File: src/shared/sac_cfg.svh
`ifndef SAC_CFG_SVH
`define SAC_CFG_SVH

// ****************************************************************
// Register byte offsets on the APB
// ****************************************************************
`define SAC_OFF_CTRL0 8'h00
`define SAC_OFF_CTRL1 8'h04
`define SAC_OFF_CTRL2 8'h08
`define SAC_OFF_RESH 8'h0C
`define SAC_OFF_RESL 8'h10
`define SAC_OFF_FLAG 8'h14

// ****************************************************************
// Field positions
// ****************************************************************
`define SAC_C0_ENABLE 0
`define SAC_C0_GO 1
`define SAC_C0_CHS_LO 2
`define SAC_C0_CHS_HI 6
`define SAC_C1_FMT 7
`define SAC_C1_CLK_LO 4
`define SAC_C1_CLK_HI 6
`define SAC_C1_REF_LO 0
`define SAC_C1_REF_HI 1
`define SAC_C2_TRG_LO 4
`define SAC_C2_TRG_HI 7
`define SAC_FLAG_DONE 0

// ****************************************************************
// Reset values and writable masks
// ****************************************************************
`define SAC_RST_CTRL0 8'h00
`define SAC_RST_CTRL1 8'h00
`define SAC_RST_CTRL2 8'h00
`define SAC_MASK_CTRL0 8'h7F
`define SAC_MASK_CTRL1 8'hF3
`define SAC_MASK_CTRL2 8'hF0

// ****************************************************************
// Conversion timing: setup in conversion clock half periods, result bit count, half-period lengths in system clocks
// ****************************************************************
`define SAC_SETUP_HALVES 3
`define SAC_RES_BITS 10
`define SAC_HALF_DIV2 6'h01
`define SAC_HALF_DIV4 6'h02
`define SAC_HALF_DIV8 6'h04
`define SAC_HALF_DIV16 6'h08
`define SAC_HALF_DIV32 6'h10
`define SAC_HALF_DIV64 6'h20

`endif

File: src/shared/sac_pkg.sv
// ****************************************************************
// Types shared by the converter control files
// ****************************************************************
package sac_pkg;

  typedef logic [9:0] sac_result_t;

  // Sequencer states, Gray coded along idle, setup, try, decide
  typedef enum logic [1:0] {
    SAC_IDLE = 2'b00,
    SAC_SETUP = 2'b01,
    SAC_TRY = 2'b11,
    SAC_DECIDE = 2'b10
  } sac_state_e;

  // Conversion clock select codes
  typedef enum logic [2:0] {
    SAC_CLK_DIV2 = 3'h0,
    SAC_CLK_DIV8 = 3'h1,
    SAC_CLK_DIV32 = 3'h2,
    SAC_CLK_RC_A = 3'h3,
    SAC_CLK_DIV4 = 3'h4,
    SAC_CLK_DIV16 = 3'h5,
    SAC_CLK_DIV64 = 3'h6,
    SAC_CLK_RC_B = 3'h7
  } sac_clk_sel_e;

endpackage

File: src/shared/sac_seq_if.sv
`timescale 1ns/100ps
// ****************************************************************
// Control and result path between top and sequencer
// ****************************************************************
interface sac_seq_if;
  logic start;
  logic stop;
  logic abort;
  logic busy;
  logic resultLoad;
  logic complete;
  sac_pkg::sac_result_t result;
  sac_pkg::sac_result_t trial;

  modport ctrl (output start, output stop, output abort,
    input busy, input resultLoad, input complete, input result, input trial);
  modport seq (input start, input stop, input abort,
    output busy, output resultLoad, output complete, output result, output trial);
endinterface

File: src/core/sac_conv_clk.sv
`timescale 1ns/100ps
`include "sac_cfg.svh"
// ****************************************************************
// Conversion clock half-period tick generator
// ****************************************************************
module sac_conv_clk #(
  parameter int CNT_W = 6
) (
  input wire logic clk,
  input wire logic rst,
  input wire logic run,
  input wire logic [2:0] clkSel,
  input wire logic rcClkPin,
  output logic halfTick
);
  logic rcSync1_q, rcSync2_q, rcPrev_q;
  logic [CNT_W-1:0] cnt_q, cnt_d, halfLen;
  logic isRc, rcEdge, divHit;

  // Half-period length for each system clock divider
  assign halfLen = (clkSel == sac_pkg::SAC_CLK_DIV2) ? CNT_W'(`SAC_HALF_DIV2) :
                   (clkSel == sac_pkg::SAC_CLK_DIV4) ? CNT_W'(`SAC_HALF_DIV4) :
                   (clkSel == sac_pkg::SAC_CLK_DIV8) ? CNT_W'(`SAC_HALF_DIV8) :
                   (clkSel == sac_pkg::SAC_CLK_DIV16) ? CNT_W'(`SAC_HALF_DIV16) :
                   (clkSel == sac_pkg::SAC_CLK_DIV32) ? CNT_W'(`SAC_HALF_DIV32) :
                   CNT_W'(`SAC_HALF_DIV64);
  assign isRc = (clkSel[1:0] == 2'h3);
  // Both edges of the RC clock mark a half period
  assign rcEdge = rcSync2_q ^ rcPrev_q;
  assign divHit = (cnt_q == halfLen - CNT_W'(1));
  // Counter restarts when idle so the first half period is full length
  assign cnt_d = (!run || divHit) ? '0 : cnt_q + CNT_W'(1);

  // RC clock pin synchroniser, edge taken from the second stage only
  always_ff @(posedge clk or posedge rst) begin
    if (rst) begin
      rcSync1_q <= 1'b0;
      rcSync2_q <= 1'b0;
      rcPrev_q <= 1'b0;
    end else begin
      rcSync1_q <= rcClkPin;
      rcSync2_q <= rcSync1_q;
      rcPrev_q <= rcSync2_q;
    end
  end

  // Divider and registered tick
  always_ff @(posedge clk or posedge rst) begin
    if (rst) begin
      cnt_q <= '0;
      halfTick <= 1'b0;
    end else begin
      cnt_q <= cnt_d;
      halfTick <= run && (isRc ? rcEdge : divHit);
    end
  end
endmodule // sac_conv_clk

File: src/core/sac_sar_seq.sv
`timescale 1ns/100ps
`include "sac_cfg.svh"
// ****************************************************************
// Successive-approximation sequencer
// ****************************************************************
module sac_sar_seq (
  input wire logic clk,
  input wire logic rst,
  input wire logic halfTick,
  input wire logic cmpAbove,
  sac_seq_if.seq port
);
  sac_pkg::sac_state_e state_q, state_d;
  logic [3:0] bitIdx_q;
  logic [1:0] setupCnt_q;
  logic lastBit_q;
  logic [9:0] lowMask;

  // Mask of bit positions not yet decided
  function automatic logic [9:0] undecided(input logic [3:0] idx);
    undecided = 10'((11'h002 << idx) - 11'h001);
  endfunction

  assign lowMask = undecided(bitIdx_q);
  assign port.busy = (state_q != sac_pkg::SAC_IDLE);

  // Next state: setup for 1.5 periods, then try and decide per bit
  always_comb begin
    state_d = state_q;
    case (state_q)
      sac_pkg::SAC_IDLE: begin
        if (port.start) state_d = sac_pkg::SAC_SETUP;
      end
      sac_pkg::SAC_SETUP: begin
        if (halfTick && setupCnt_q == 2'(`SAC_SETUP_HALVES - 1)) state_d = sac_pkg::SAC_TRY;
      end
      sac_pkg::SAC_TRY: begin
        if (halfTick) state_d = sac_pkg::SAC_DECIDE;
      end
      default: begin
        if (halfTick) state_d = (bitIdx_q == 4'h0) ? sac_pkg::SAC_IDLE : sac_pkg::SAC_TRY;
      end
    endcase
    if (port.abort || port.stop) state_d = sac_pkg::SAC_IDLE;
  end

  // State, counters and trial register
  always_ff @(posedge clk or posedge rst) begin
    if (rst) begin
      state_q <= sac_pkg::SAC_IDLE;
      bitIdx_q <= 4'h9;
      setupCnt_q <= 2'h0;
      lastBit_q <= 1'b0;
      port.trial <= 10'h000;
    end else begin
      state_q <= state_d;
      if (state_q == sac_pkg::SAC_IDLE) begin
        bitIdx_q <= 4'(`SAC_RES_BITS - 1);
        setupCnt_q <= 2'h0;
        lastBit_q <= 1'b0;
        if (port.start) port.trial <= 10'h000;
      end else if (halfTick) begin
        if (state_q == sac_pkg::SAC_SETUP) setupCnt_q <= setupCnt_q + 2'h1;
        if (state_q == sac_pkg::SAC_TRY) port.trial[bitIdx_q] <= 1'b1;
        if (state_q == sac_pkg::SAC_DECIDE) begin
          port.trial[bitIdx_q] <= cmpAbove;
          lastBit_q <= cmpAbove;
          if (bitIdx_q != 4'h0) bitIdx_q <= bitIdx_q - 4'h1;
        end
      end
    end
  end

  // Result hand-off on completion or early stop
  always_ff @(posedge clk or posedge rst) begin
    if (rst) begin
      port.result <= 10'h000;
      port.resultLoad <= 1'b0;
      port.complete <= 1'b0;
    end else begin
      port.resultLoad <= 1'b0;
      port.complete <= 1'b0;
      if (port.stop && port.busy && !port.abort) begin
        port.result <= (port.trial & ~lowMask) | (lastBit_q ? lowMask : 10'h000);
        port.resultLoad <= 1'b1;
      end else if (!port.abort && state_q == sac_pkg::SAC_DECIDE && halfTick &&
                   bitIdx_q == 4'h0) begin
        port.result <= {port.trial[9:1], cmpAbove};
        port.resultLoad <= 1'b1;
        port.complete <= 1'b1;
      end
    end
  end
endmodule // sac_sar_seq

File: src/core/sac_top.sv
`timescale 1ns/100ps
`include "sac_cfg.svh"
module sac_top #(
  parameter int ADDR_W = 8,
  parameter int TRG_SRC = 15
) (
  input wire logic clk,
  input wire logic rst,
  input wire logic [ADDR_W-1:0] paddr,
  input wire logic psel,
  input wire logic penable,
  input wire logic pwrite,
  input wire logic [31:0] pwdata,
  output logic [31:0] prdata,
  output logic pready,
  output logic pslverr,
  input wire logic [TRG_SRC:1] trigSrc,
  input wire logic sleepMode,
  input wire logic convIntEnable,
  input wire logic rcClkPin,
  input wire logic cmpAbove,
  output logic [9:0] dacTrial,
  output logic [4:0] channelSel,
  output logic channelConnected,
  output logic [1:0] posRefSel,
  output logic refValid,
  output logic analogPowered,
  output logic sampleHold,
  output logic convDoneFlag,
  output logic wakeReq
);
  // ****************************************************************
  // Declarations
  // ****************************************************************
  logic [7:0] ctrl0_q, ctrl0_d, ctrl1_q, ctrl1_d, ctrl2_q, ctrl2_d;
  logic [7:0] resHigh_q, resLow_q, resHigh_d, resLow_d;
  logic flag_q, flag_d, sleepOff_q, sleepOff_d;
  logic trigPrev_q, auto_trigger_sel, trigEdge;
  logic apbDo, apbSetup, wrEn;
  logic hitC0, hitC1, hitC2, hitRH, hitRL, hitFl, hitAny;
  logic enable, goBit, isRc, swStart, hwStart, swStop, abortNow, goSet;
  logic [3:0] trgCode;
  logic [31:0] rdMux;
  logic halfTick;
  sac_seq_if seqBus();

  // Channel code decode for the channelConnected output
  function automatic logic chanDecode(input logic [4:0] code);
    chanDecode = (code <= 5'h07) || (code >= 5'h1D);
  endfunction

  // ****************************************************************
  // APB slave: one wait state, registered answer
  // ****************************************************************
  assign apbSetup = psel && penable && !pready;
  assign apbDo = psel && penable && pready;
  assign wrEn = apbDo && pwrite;
  assign hitC0 = (paddr == ADDR_W'(`SAC_OFF_CTRL0));
  assign hitC1 = (paddr == ADDR_W'(`SAC_OFF_CTRL1));
  assign hitC2 = (paddr == ADDR_W'(`SAC_OFF_CTRL2));
  assign hitRH = (paddr == ADDR_W'(`SAC_OFF_RESH));
  assign hitRL = (paddr == ADDR_W'(`SAC_OFF_RESL));
  assign hitFl = (paddr == ADDR_W'(`SAC_OFF_FLAG));
  assign hitAny = hitC0 || hitC1 || hitC2 || hitRH || hitRL || hitFl;

  // Read selection; unmapped addresses read zero
  always_comb begin
    rdMux = 32'h0000_0000;
    if (hitC0) begin
      rdMux = {24'h000000, ctrl0_q};
    end else if (hitC1) begin
      rdMux = {24'h000000, ctrl1_q};
    end else if (hitC2) begin
      rdMux = {24'h000000, ctrl2_q};
    end else if (hitRH) begin
      rdMux = {24'h000000, resHigh_q};
    end else if (hitRL) begin
      rdMux = {24'h000000, resLow_q};
    end else if (hitFl) begin
      rdMux = {31'h0000_0000, flag_q};
    end
  end

  // Bus answer flops
  always_ff @(posedge clk or posedge rst) begin
    if (rst) begin
      pready <= 1'b0;
      pslverr <= 1'b0;
      prdata <= 32'h0000_0000;
    end else begin
      pready <= apbSetup;
      pslverr <= apbSetup && !hitAny;
      if (apbSetup && !pwrite) prdata <= rdMux;
    end
  end

  // ****************************************************************
  // Conversion start, stop and abort
  // ****************************************************************
  assign enable = ctrl0_q[`SAC_C0_ENABLE];
  assign goBit = ctrl0_q[`SAC_C0_GO];
  assign isRc = (ctrl1_q[`SAC_C1_CLK_LO +: 2] == 2'h3);
  assign trgCode = ctrl2_q[`SAC_C2_TRG_HI:`SAC_C2_TRG_LO];
  // Code zero selects nothing, so the edge detector never fires
  assign auto_trigger_sel = (trgCode == 4'h0) ? 1'b0 : trigSrc[trgCode];
  assign trigEdge = auto_trigger_sel && !trigPrev_q;
  // Start only from an already enabled module, so the go bit of a combined write is ignored
  assign swStart = wrEn && hitC0 && pwdata[`SAC_C0_GO] && enable && !goBit;
  assign hwStart = trigEdge && enable && !goBit;
  assign swStop = wrEn && hitC0 && !pwdata[`SAC_C0_GO] && goBit;
  // Disable or sleep on a system clock divider kills the conversion
  assign abortNow = goBit && ((wrEn && hitC0 && !pwdata[`SAC_C0_ENABLE]) ||
                              (sleepMode && !isRc));
  assign goSet = swStart || hwStart;

  assign seqBus.start = goSet && !sleepOff_q;
  assign seqBus.stop = swStop && !abortNow;
  assign seqBus.abort = abortNow;

  // Control register next values; unimplemented bits masked off
  always_comb begin
    ctrl0_d = ctrl0_q;
    ctrl1_d = ctrl1_q;
    ctrl2_d = ctrl2_q;
    if (wrEn && hitC0) ctrl0_d = pwdata[7:0] & `SAC_MASK_CTRL0;
    if (wrEn && hitC1) ctrl1_d = pwdata[7:0] & `SAC_MASK_CTRL1;
    if (wrEn && hitC2) ctrl2_d = pwdata[7:0] & `SAC_MASK_CTRL2;
    ctrl0_d[`SAC_C0_GO] = goBit;
    if (seqBus.complete || abortNow || swStop) ctrl0_d[`SAC_C0_GO] = 1'b0;
    if (goSet && !abortNow) ctrl0_d[`SAC_C0_GO] = 1'b1;
    if (sleepOff_q && goSet) ctrl0_d[`SAC_C0_GO] = 1'b0;
  end

  // ****************************************************************
  // Result formatting and completion flag
  // ****************************************************************
  assign resHigh_d = ctrl1_q[`SAC_C1_FMT] ? {6'h00, seqBus.result[9:8]} :
                     seqBus.result[9:2];
  assign resLow_d = ctrl1_q[`SAC_C1_FMT] ? seqBus.result[7:0] :
                    {seqBus.result[1:0], 6'h00};
  // Hardware set wins over a software clear in the same cycle
  assign flag_d = seqBus.complete ||
                  (flag_q && !(wrEn && hitFl && pwdata[`SAC_FLAG_DONE]));
  // Power-down in sleep holds until sleep ends; enable bit untouched
  assign sleepOff_d = sleepMode && (sleepOff_q || !isRc ||
                      (seqBus.complete && !convIntEnable));

  // Register file and flag
  always_ff @(posedge clk or posedge rst) begin
    if (rst) begin
      ctrl0_q <= `SAC_RST_CTRL0;
      ctrl1_q <= `SAC_RST_CTRL1;
      ctrl2_q <= `SAC_RST_CTRL2;
      resHigh_q <= 8'h00;
      resLow_q <= 8'h00;
      flag_q <= 1'b0;
      sleepOff_q <= 1'b0;
      trigPrev_q <= 1'b0;
    end else begin
      ctrl0_q <= ctrl0_d;
      ctrl1_q <= ctrl1_d;
      ctrl2_q <= ctrl2_d;
      flag_q <= flag_d;
      sleepOff_q <= sleepOff_d;
      trigPrev_q <= auto_trigger_sel;
      if (seqBus.resultLoad) begin
        resHigh_q <= resHigh_d;
        resLow_q <= resLow_d;
      end
    end
  end

  // ****************************************************************
  // Analog-facing outputs, all registered
  // ****************************************************************
  always_ff @(posedge clk or posedge rst) begin
    if (rst) begin
      channelSel <= 5'h00;
      channelConnected <= 1'b0;
      posRefSel <= 2'h0;
      refValid <= 1'b0;
      analogPowered <= 1'b0;
      sampleHold <= 1'b0;
      convDoneFlag <= 1'b0;
      wakeReq <= 1'b0;
      dacTrial <= 10'h000;
    end else begin
      channelSel <= ctrl0_q[`SAC_C0_CHS_HI:`SAC_C0_CHS_LO];
      channelConnected <= chanDecode(ctrl0_q[`SAC_C0_CHS_HI:`SAC_C0_CHS_LO]);
      posRefSel <= ctrl1_q[`SAC_C1_REF_HI:`SAC_C1_REF_LO];
      refValid <= (ctrl1_q[`SAC_C1_REF_HI:`SAC_C1_REF_LO] != 2'h1);
      analogPowered <= enable && !sleepOff_q;
      sampleHold <= seqBus.busy;
      convDoneFlag <= flag_d;
      wakeReq <= seqBus.complete && sleepMode && convIntEnable;
      dacTrial <= seqBus.trial;
    end
  end

  // ****************************************************************
  // Conversion clock and sequencer
  // ****************************************************************
  // RC source keeps ticking in sleep, so the conversion runs on
  sac_conv_clk #(
    .CNT_W(6)
  ) uClk (
    .clk(clk),
    .rst(rst),
    .run(seqBus.busy),
    .clkSel(ctrl1_q[`SAC_C1_CLK_HI:`SAC_C1_CLK_LO]),
    .rcClkPin(rcClkPin),
    .halfTick(halfTick)
  );

  sac_sar_seq uSeq (
    .clk(clk),
    .rst(rst),
    .halfTick(halfTick),
    .cmpAbove(cmpAbove),
    .port(seqBus.seq)
  );
endmodule // sac_top

File: config.mk
export PLATFORM = sky130hd
export DESIGN_NAME = sac_top
export DESIGN_NICKNAME = d
export VERILOG_FILES = /design/src/shared/sac_pkg.sv /design/src/shared/sac_seq_if.sv /design/src/core/sac_conv_clk.sv /design/src/core/sac_sar_seq.sv /design/src/core/sac_top.sv
export VERILOG_INCLUDE_DIRS = /design/src /design/src/shared
export SDC_FILE = /design/constraint.sdc
export NUM_CORES = 1
export LEC_CHECK = 0
export BUFFER_PORTS_ARGS = -buffer_cell sky130_fd_sc_hd__buf_2
export CELL_PAD_IN_SITES_DETAIL_PLACEMENT = 0
export CELL_PAD_IN_SITES_GLOBAL_PLACEMENT = 1
export CORE_AREA = 2 2 125 127
export DETAILED_ROUTE_END_ITERATION = 16
export DIE_AREA = 0 0 127 129
export HOLD_SLACK_MARGIN = 0.05
export PLACE_DENSITY_LB_ADDON = 0.25
export SYNTH_ARGS = -nofsm -noshare
export SYNTH_HDL_FRONTEND = slang
export SYNTH_SLANG_ARGS = --single-unit
File: constraint.sdc
create_clock -name clk -period 2.8 [get_ports clk]
set_input_delay 0.14 -clock clk [delete_from_list [all_inputs] [get_ports clk]]
set_output_delay 0.14 -clock clk [all_outputs]
set_load 0.01 [all_outputs]
==> flow_summary.ini <==
[status]
status = complete, no violations

[grt]
track_usage_pct = 17.43
first_global_vias = 4224
grt_max_degree = 85
grt_pass1_wl_um = 22200
antenna_found_initial = 0
gr-total-overflow = 0

[critical_path]
cp.required_ns = 3.04
worst-setup-path-type = reg2reg
critPathLaunchType = register
worstPathMaxFanout = 9
cpPeakStageDelay_ns = 0.58
crit_path_end_kind = register
path_cells = inv_1 -> ha_1 -> or3b_1 -> ha_4 -> or4b_1 -> a21oi_2 -> o2111ai_1 -> nor4bb_1 -> a211o_1
cp_slowest_cell = dfstp_2
arrival_ns = 2.84

[layout]
final_nets = 702
area_growth_syn_to_layout_pct = 15.09
drive_above_1_share_pct = 21.29
fillCellCount = 1464
diodes = 0
design_area_um2 = 6450

[sta]
maxSlewHeadroom_pct = 57.18
whs_ns = 0.07212
finClkSkew_ns = 0.01170
finalSetupTns_ns = 0
fmax_ghz = 0.3843
finalHoldViolCount = 0
report.final.slew_viol_count = 0
fin_crit_sh_pct = 92.94
finalWorstSetupSlack_ns = 0.1976
setup_violations = 0
rsz0062_at_grt = no
worstMarginPinSlew_ns = 0.6333
period_needed_ns = 2.602

[synth]
synth_top_cells_by_count = dfrtp_1, nand2_1, o21ai_0, inv_1, nor2_1
synth_cell_types = 77
async_flop_share_pct = 100.0
synth_flop_cell = dfrtp_1
synth_compound_area_share_pct = 17.84
ys_warn_count = 0
yosys.area_share.simple_pct = 18.11
netlist_instances = 558
yosys.area.top_type_share_pct = 47.78
synth_most_common_cell = dfrtp_1
synth_xor_area_share_pct = 1.250
ys_ff_latch = 109
synthAdderAreaFrac_pct = 1.786
synthesis.area_um2 = 5604
synth_area_leaders = dfrtp_1, nand2_1, o21ai_0
synth_top_family_by_area = simple AND/OR/NAND/NOR gates
postSynthAreaPerCell_um2 = 10.04
synth_edf_count = 0
synth_largest_area_cell = dfrtp_1
synthMuxAreaShare_pct = 4.242
synth_seq_area_share_pct = 48.72

[die]
start_util_pct = 37.42
die_h_um = 129
die_w_um = 127
core_area_um2 = 14980
dieArea_um2 = 16380
ioPinCount = 121
row_count = 45

[clock_tree]
htree_levels = 3
cts_tree = done
numClockSinks = 109
cts_buffers = 9
cts.clk_slew.worst_paths_ns = 0.07
clock_latency_ns = 0.36
cts_root_buf = clkbuf_16
clock_path_buffers = 2

[detailed_routing]
vias_per_cell = 5.178
drc = 0
vias = 4256
firstDrtPassIters = 4
ant_nets = 0
wl_per_cell_um = 16.34
drt_wl_total_um = 13430
drt_iter0_drc = 243

[placement]
place_area_um2 = 6061
dp_hpwl_um = 9881
portBuffers = 72
finalWeightedCongestion = 0.8177
place_ws_ns = 0.09960

[power_and_ir_drop]
cellPowerDensity_nw_per_um2 = 791.0
p_leak_nw = 2.870
peakVddDrop_uv = 447.4
power_w = 0.005102

[min_path]
hp-class = in2reg

[run]
max-cap-violations = 0
[power breakdown]
| group | internal (W) | leakage, nW | total, W | switching, W |
|---|---|---|---|---|
| Clock | 0.000610 | 0.134 | 0.00120 | 0.000589 |
| Combinational | 0.000700 | 1.35 | 0.00162 | 0.000919 |
| Sequential | 0.00195 | 1.39 | 0.00228 | 0.000336 |
| Total | 0.00326 | 2.87 | 0.00510 | 0.00184 |
[area by class of cell]
type                       instances  area, µm²  share of cell area [%]
multi-input combinational        384       2529                   39.20
timing repair buffer              93      555.5                   8.613
inverter                          33      127.6                   1.979
tap                              188      235.2                   3.647
clock buffer                      10      229.0                   3.550
clock inverter                     5      43.79                  0.6790
sequential                       109       2730                   42.33
[worst paths after layout]
kind                                             to              from  cells after the start  slack (ns)
worst max-delay path            uSeq.port.result[9]  uSeq.bitIdx_q[0]                      9        0.20
worst min-delay path                         pready           penable                      3        0.07
worst max register to register  uSeq.port.result[9]  uSeq.bitIdx_q[0]                      9        0.20
max in group asynchronous          uSeq.bitIdx_q[3]               rst                      4        1.57
worst min register to register       uClk.rcSync2_q    uClk.rcSync1_q                      0        0.36
min in group asynchronous                    pready               rst                      3        0.39
[per-layer routing]
metal | wire length, µm | track usage [%] | share of wire [%] | vias to the layer above
li1 | - | - | - | 2089
met5 | 0 | 0 | 0 | -
met3 | 611 | 3.701 | 4.5 | 20
met4 | 306 | 7.111 | 2.3 | 0
met2 | 6370 | 27.51 | 47 | 112
met1 | 6140 | 23.54 | 46 | 2035
[state kept, by name, indices dropped and copies added (netlist names), 7 cells and up]
| register | count |
|---|---|
| ctrl0_q | 7 |
| uSeq.port.trial | 10 |
| resHigh_q | 8 |
| resLow_q | 8 |
| prdata | 8 |
| uSeq.port.result | 10 |
| dacTrial | 10 |
[metrics by stage]
| stage | std cells | utilization, % |
|---|---|---|
| floorplan | 581 | - |
| global placement | 797 | 40.47 |
| detailed placement | 797 | 40.47 |
| CTS | 822 | 42.96 |
| global route | 822 | 43.07 |
| finish | 822 | 43.07 |
[worst max-delay path: cells and delay by family, from the launching register on]
family	cells	cell delay (ns)
AND/OR/NAND/NOR	3	0.88
flip-flops	1	0.58
AO/OA/AOI/OAI	3	0.53
adder cells (fa/ha/maj)	2	0.41
buffers and inverters	1	0.09
[kinds of logic (layout without fill, tap and decap cells)]
group                      after synthesis  count (layout)
other                                    1              24
muxes                                   20              20
and+or+nand+nor                        182             182
AOI/OAI and AO/OA                      142             142
adders and majority gates                8               8
buffers and inverters                   88             141
DFF                                    109             109
xor gates and xnor gates                 8               8
[cell usage in the layout, fill, tap and decap left out, drive strengths merged, types with 7 or more instances in the layout]
| cell | instances |
|---|---|
| a22oi | 9 |
| ha | 8 |
| o21ai | 45 |
| dfrtp | 107 |
| nor2 | 34 |
| nand2 | 55 |
| nor2b | 8 |
| mux2i | 8 |
| nor3 | 13 |
| nand3 | 20 |
| dlygate4sd3 | 10 |
| mux2 | 10 |
| nand2b | 11 |
| conb | 24 |
| a22o | 7 |
| inv | 34 |
| a21oi | 17 |
| clkbuf | 10 |
| buf | 83 |
| a21o | 8 |
| o211ai | 8 |
[what timing repair did]
item | 4_1_cts | 5_1_grt
resized for setup | 0 | 4
endpoints found under the setup margin | 0 | 1
endpoints found under the hold margin | 36 | 0
buffers inserted | 0 | 0
hold buffers | 10 | 0
(Power assumes the default switching activity.)
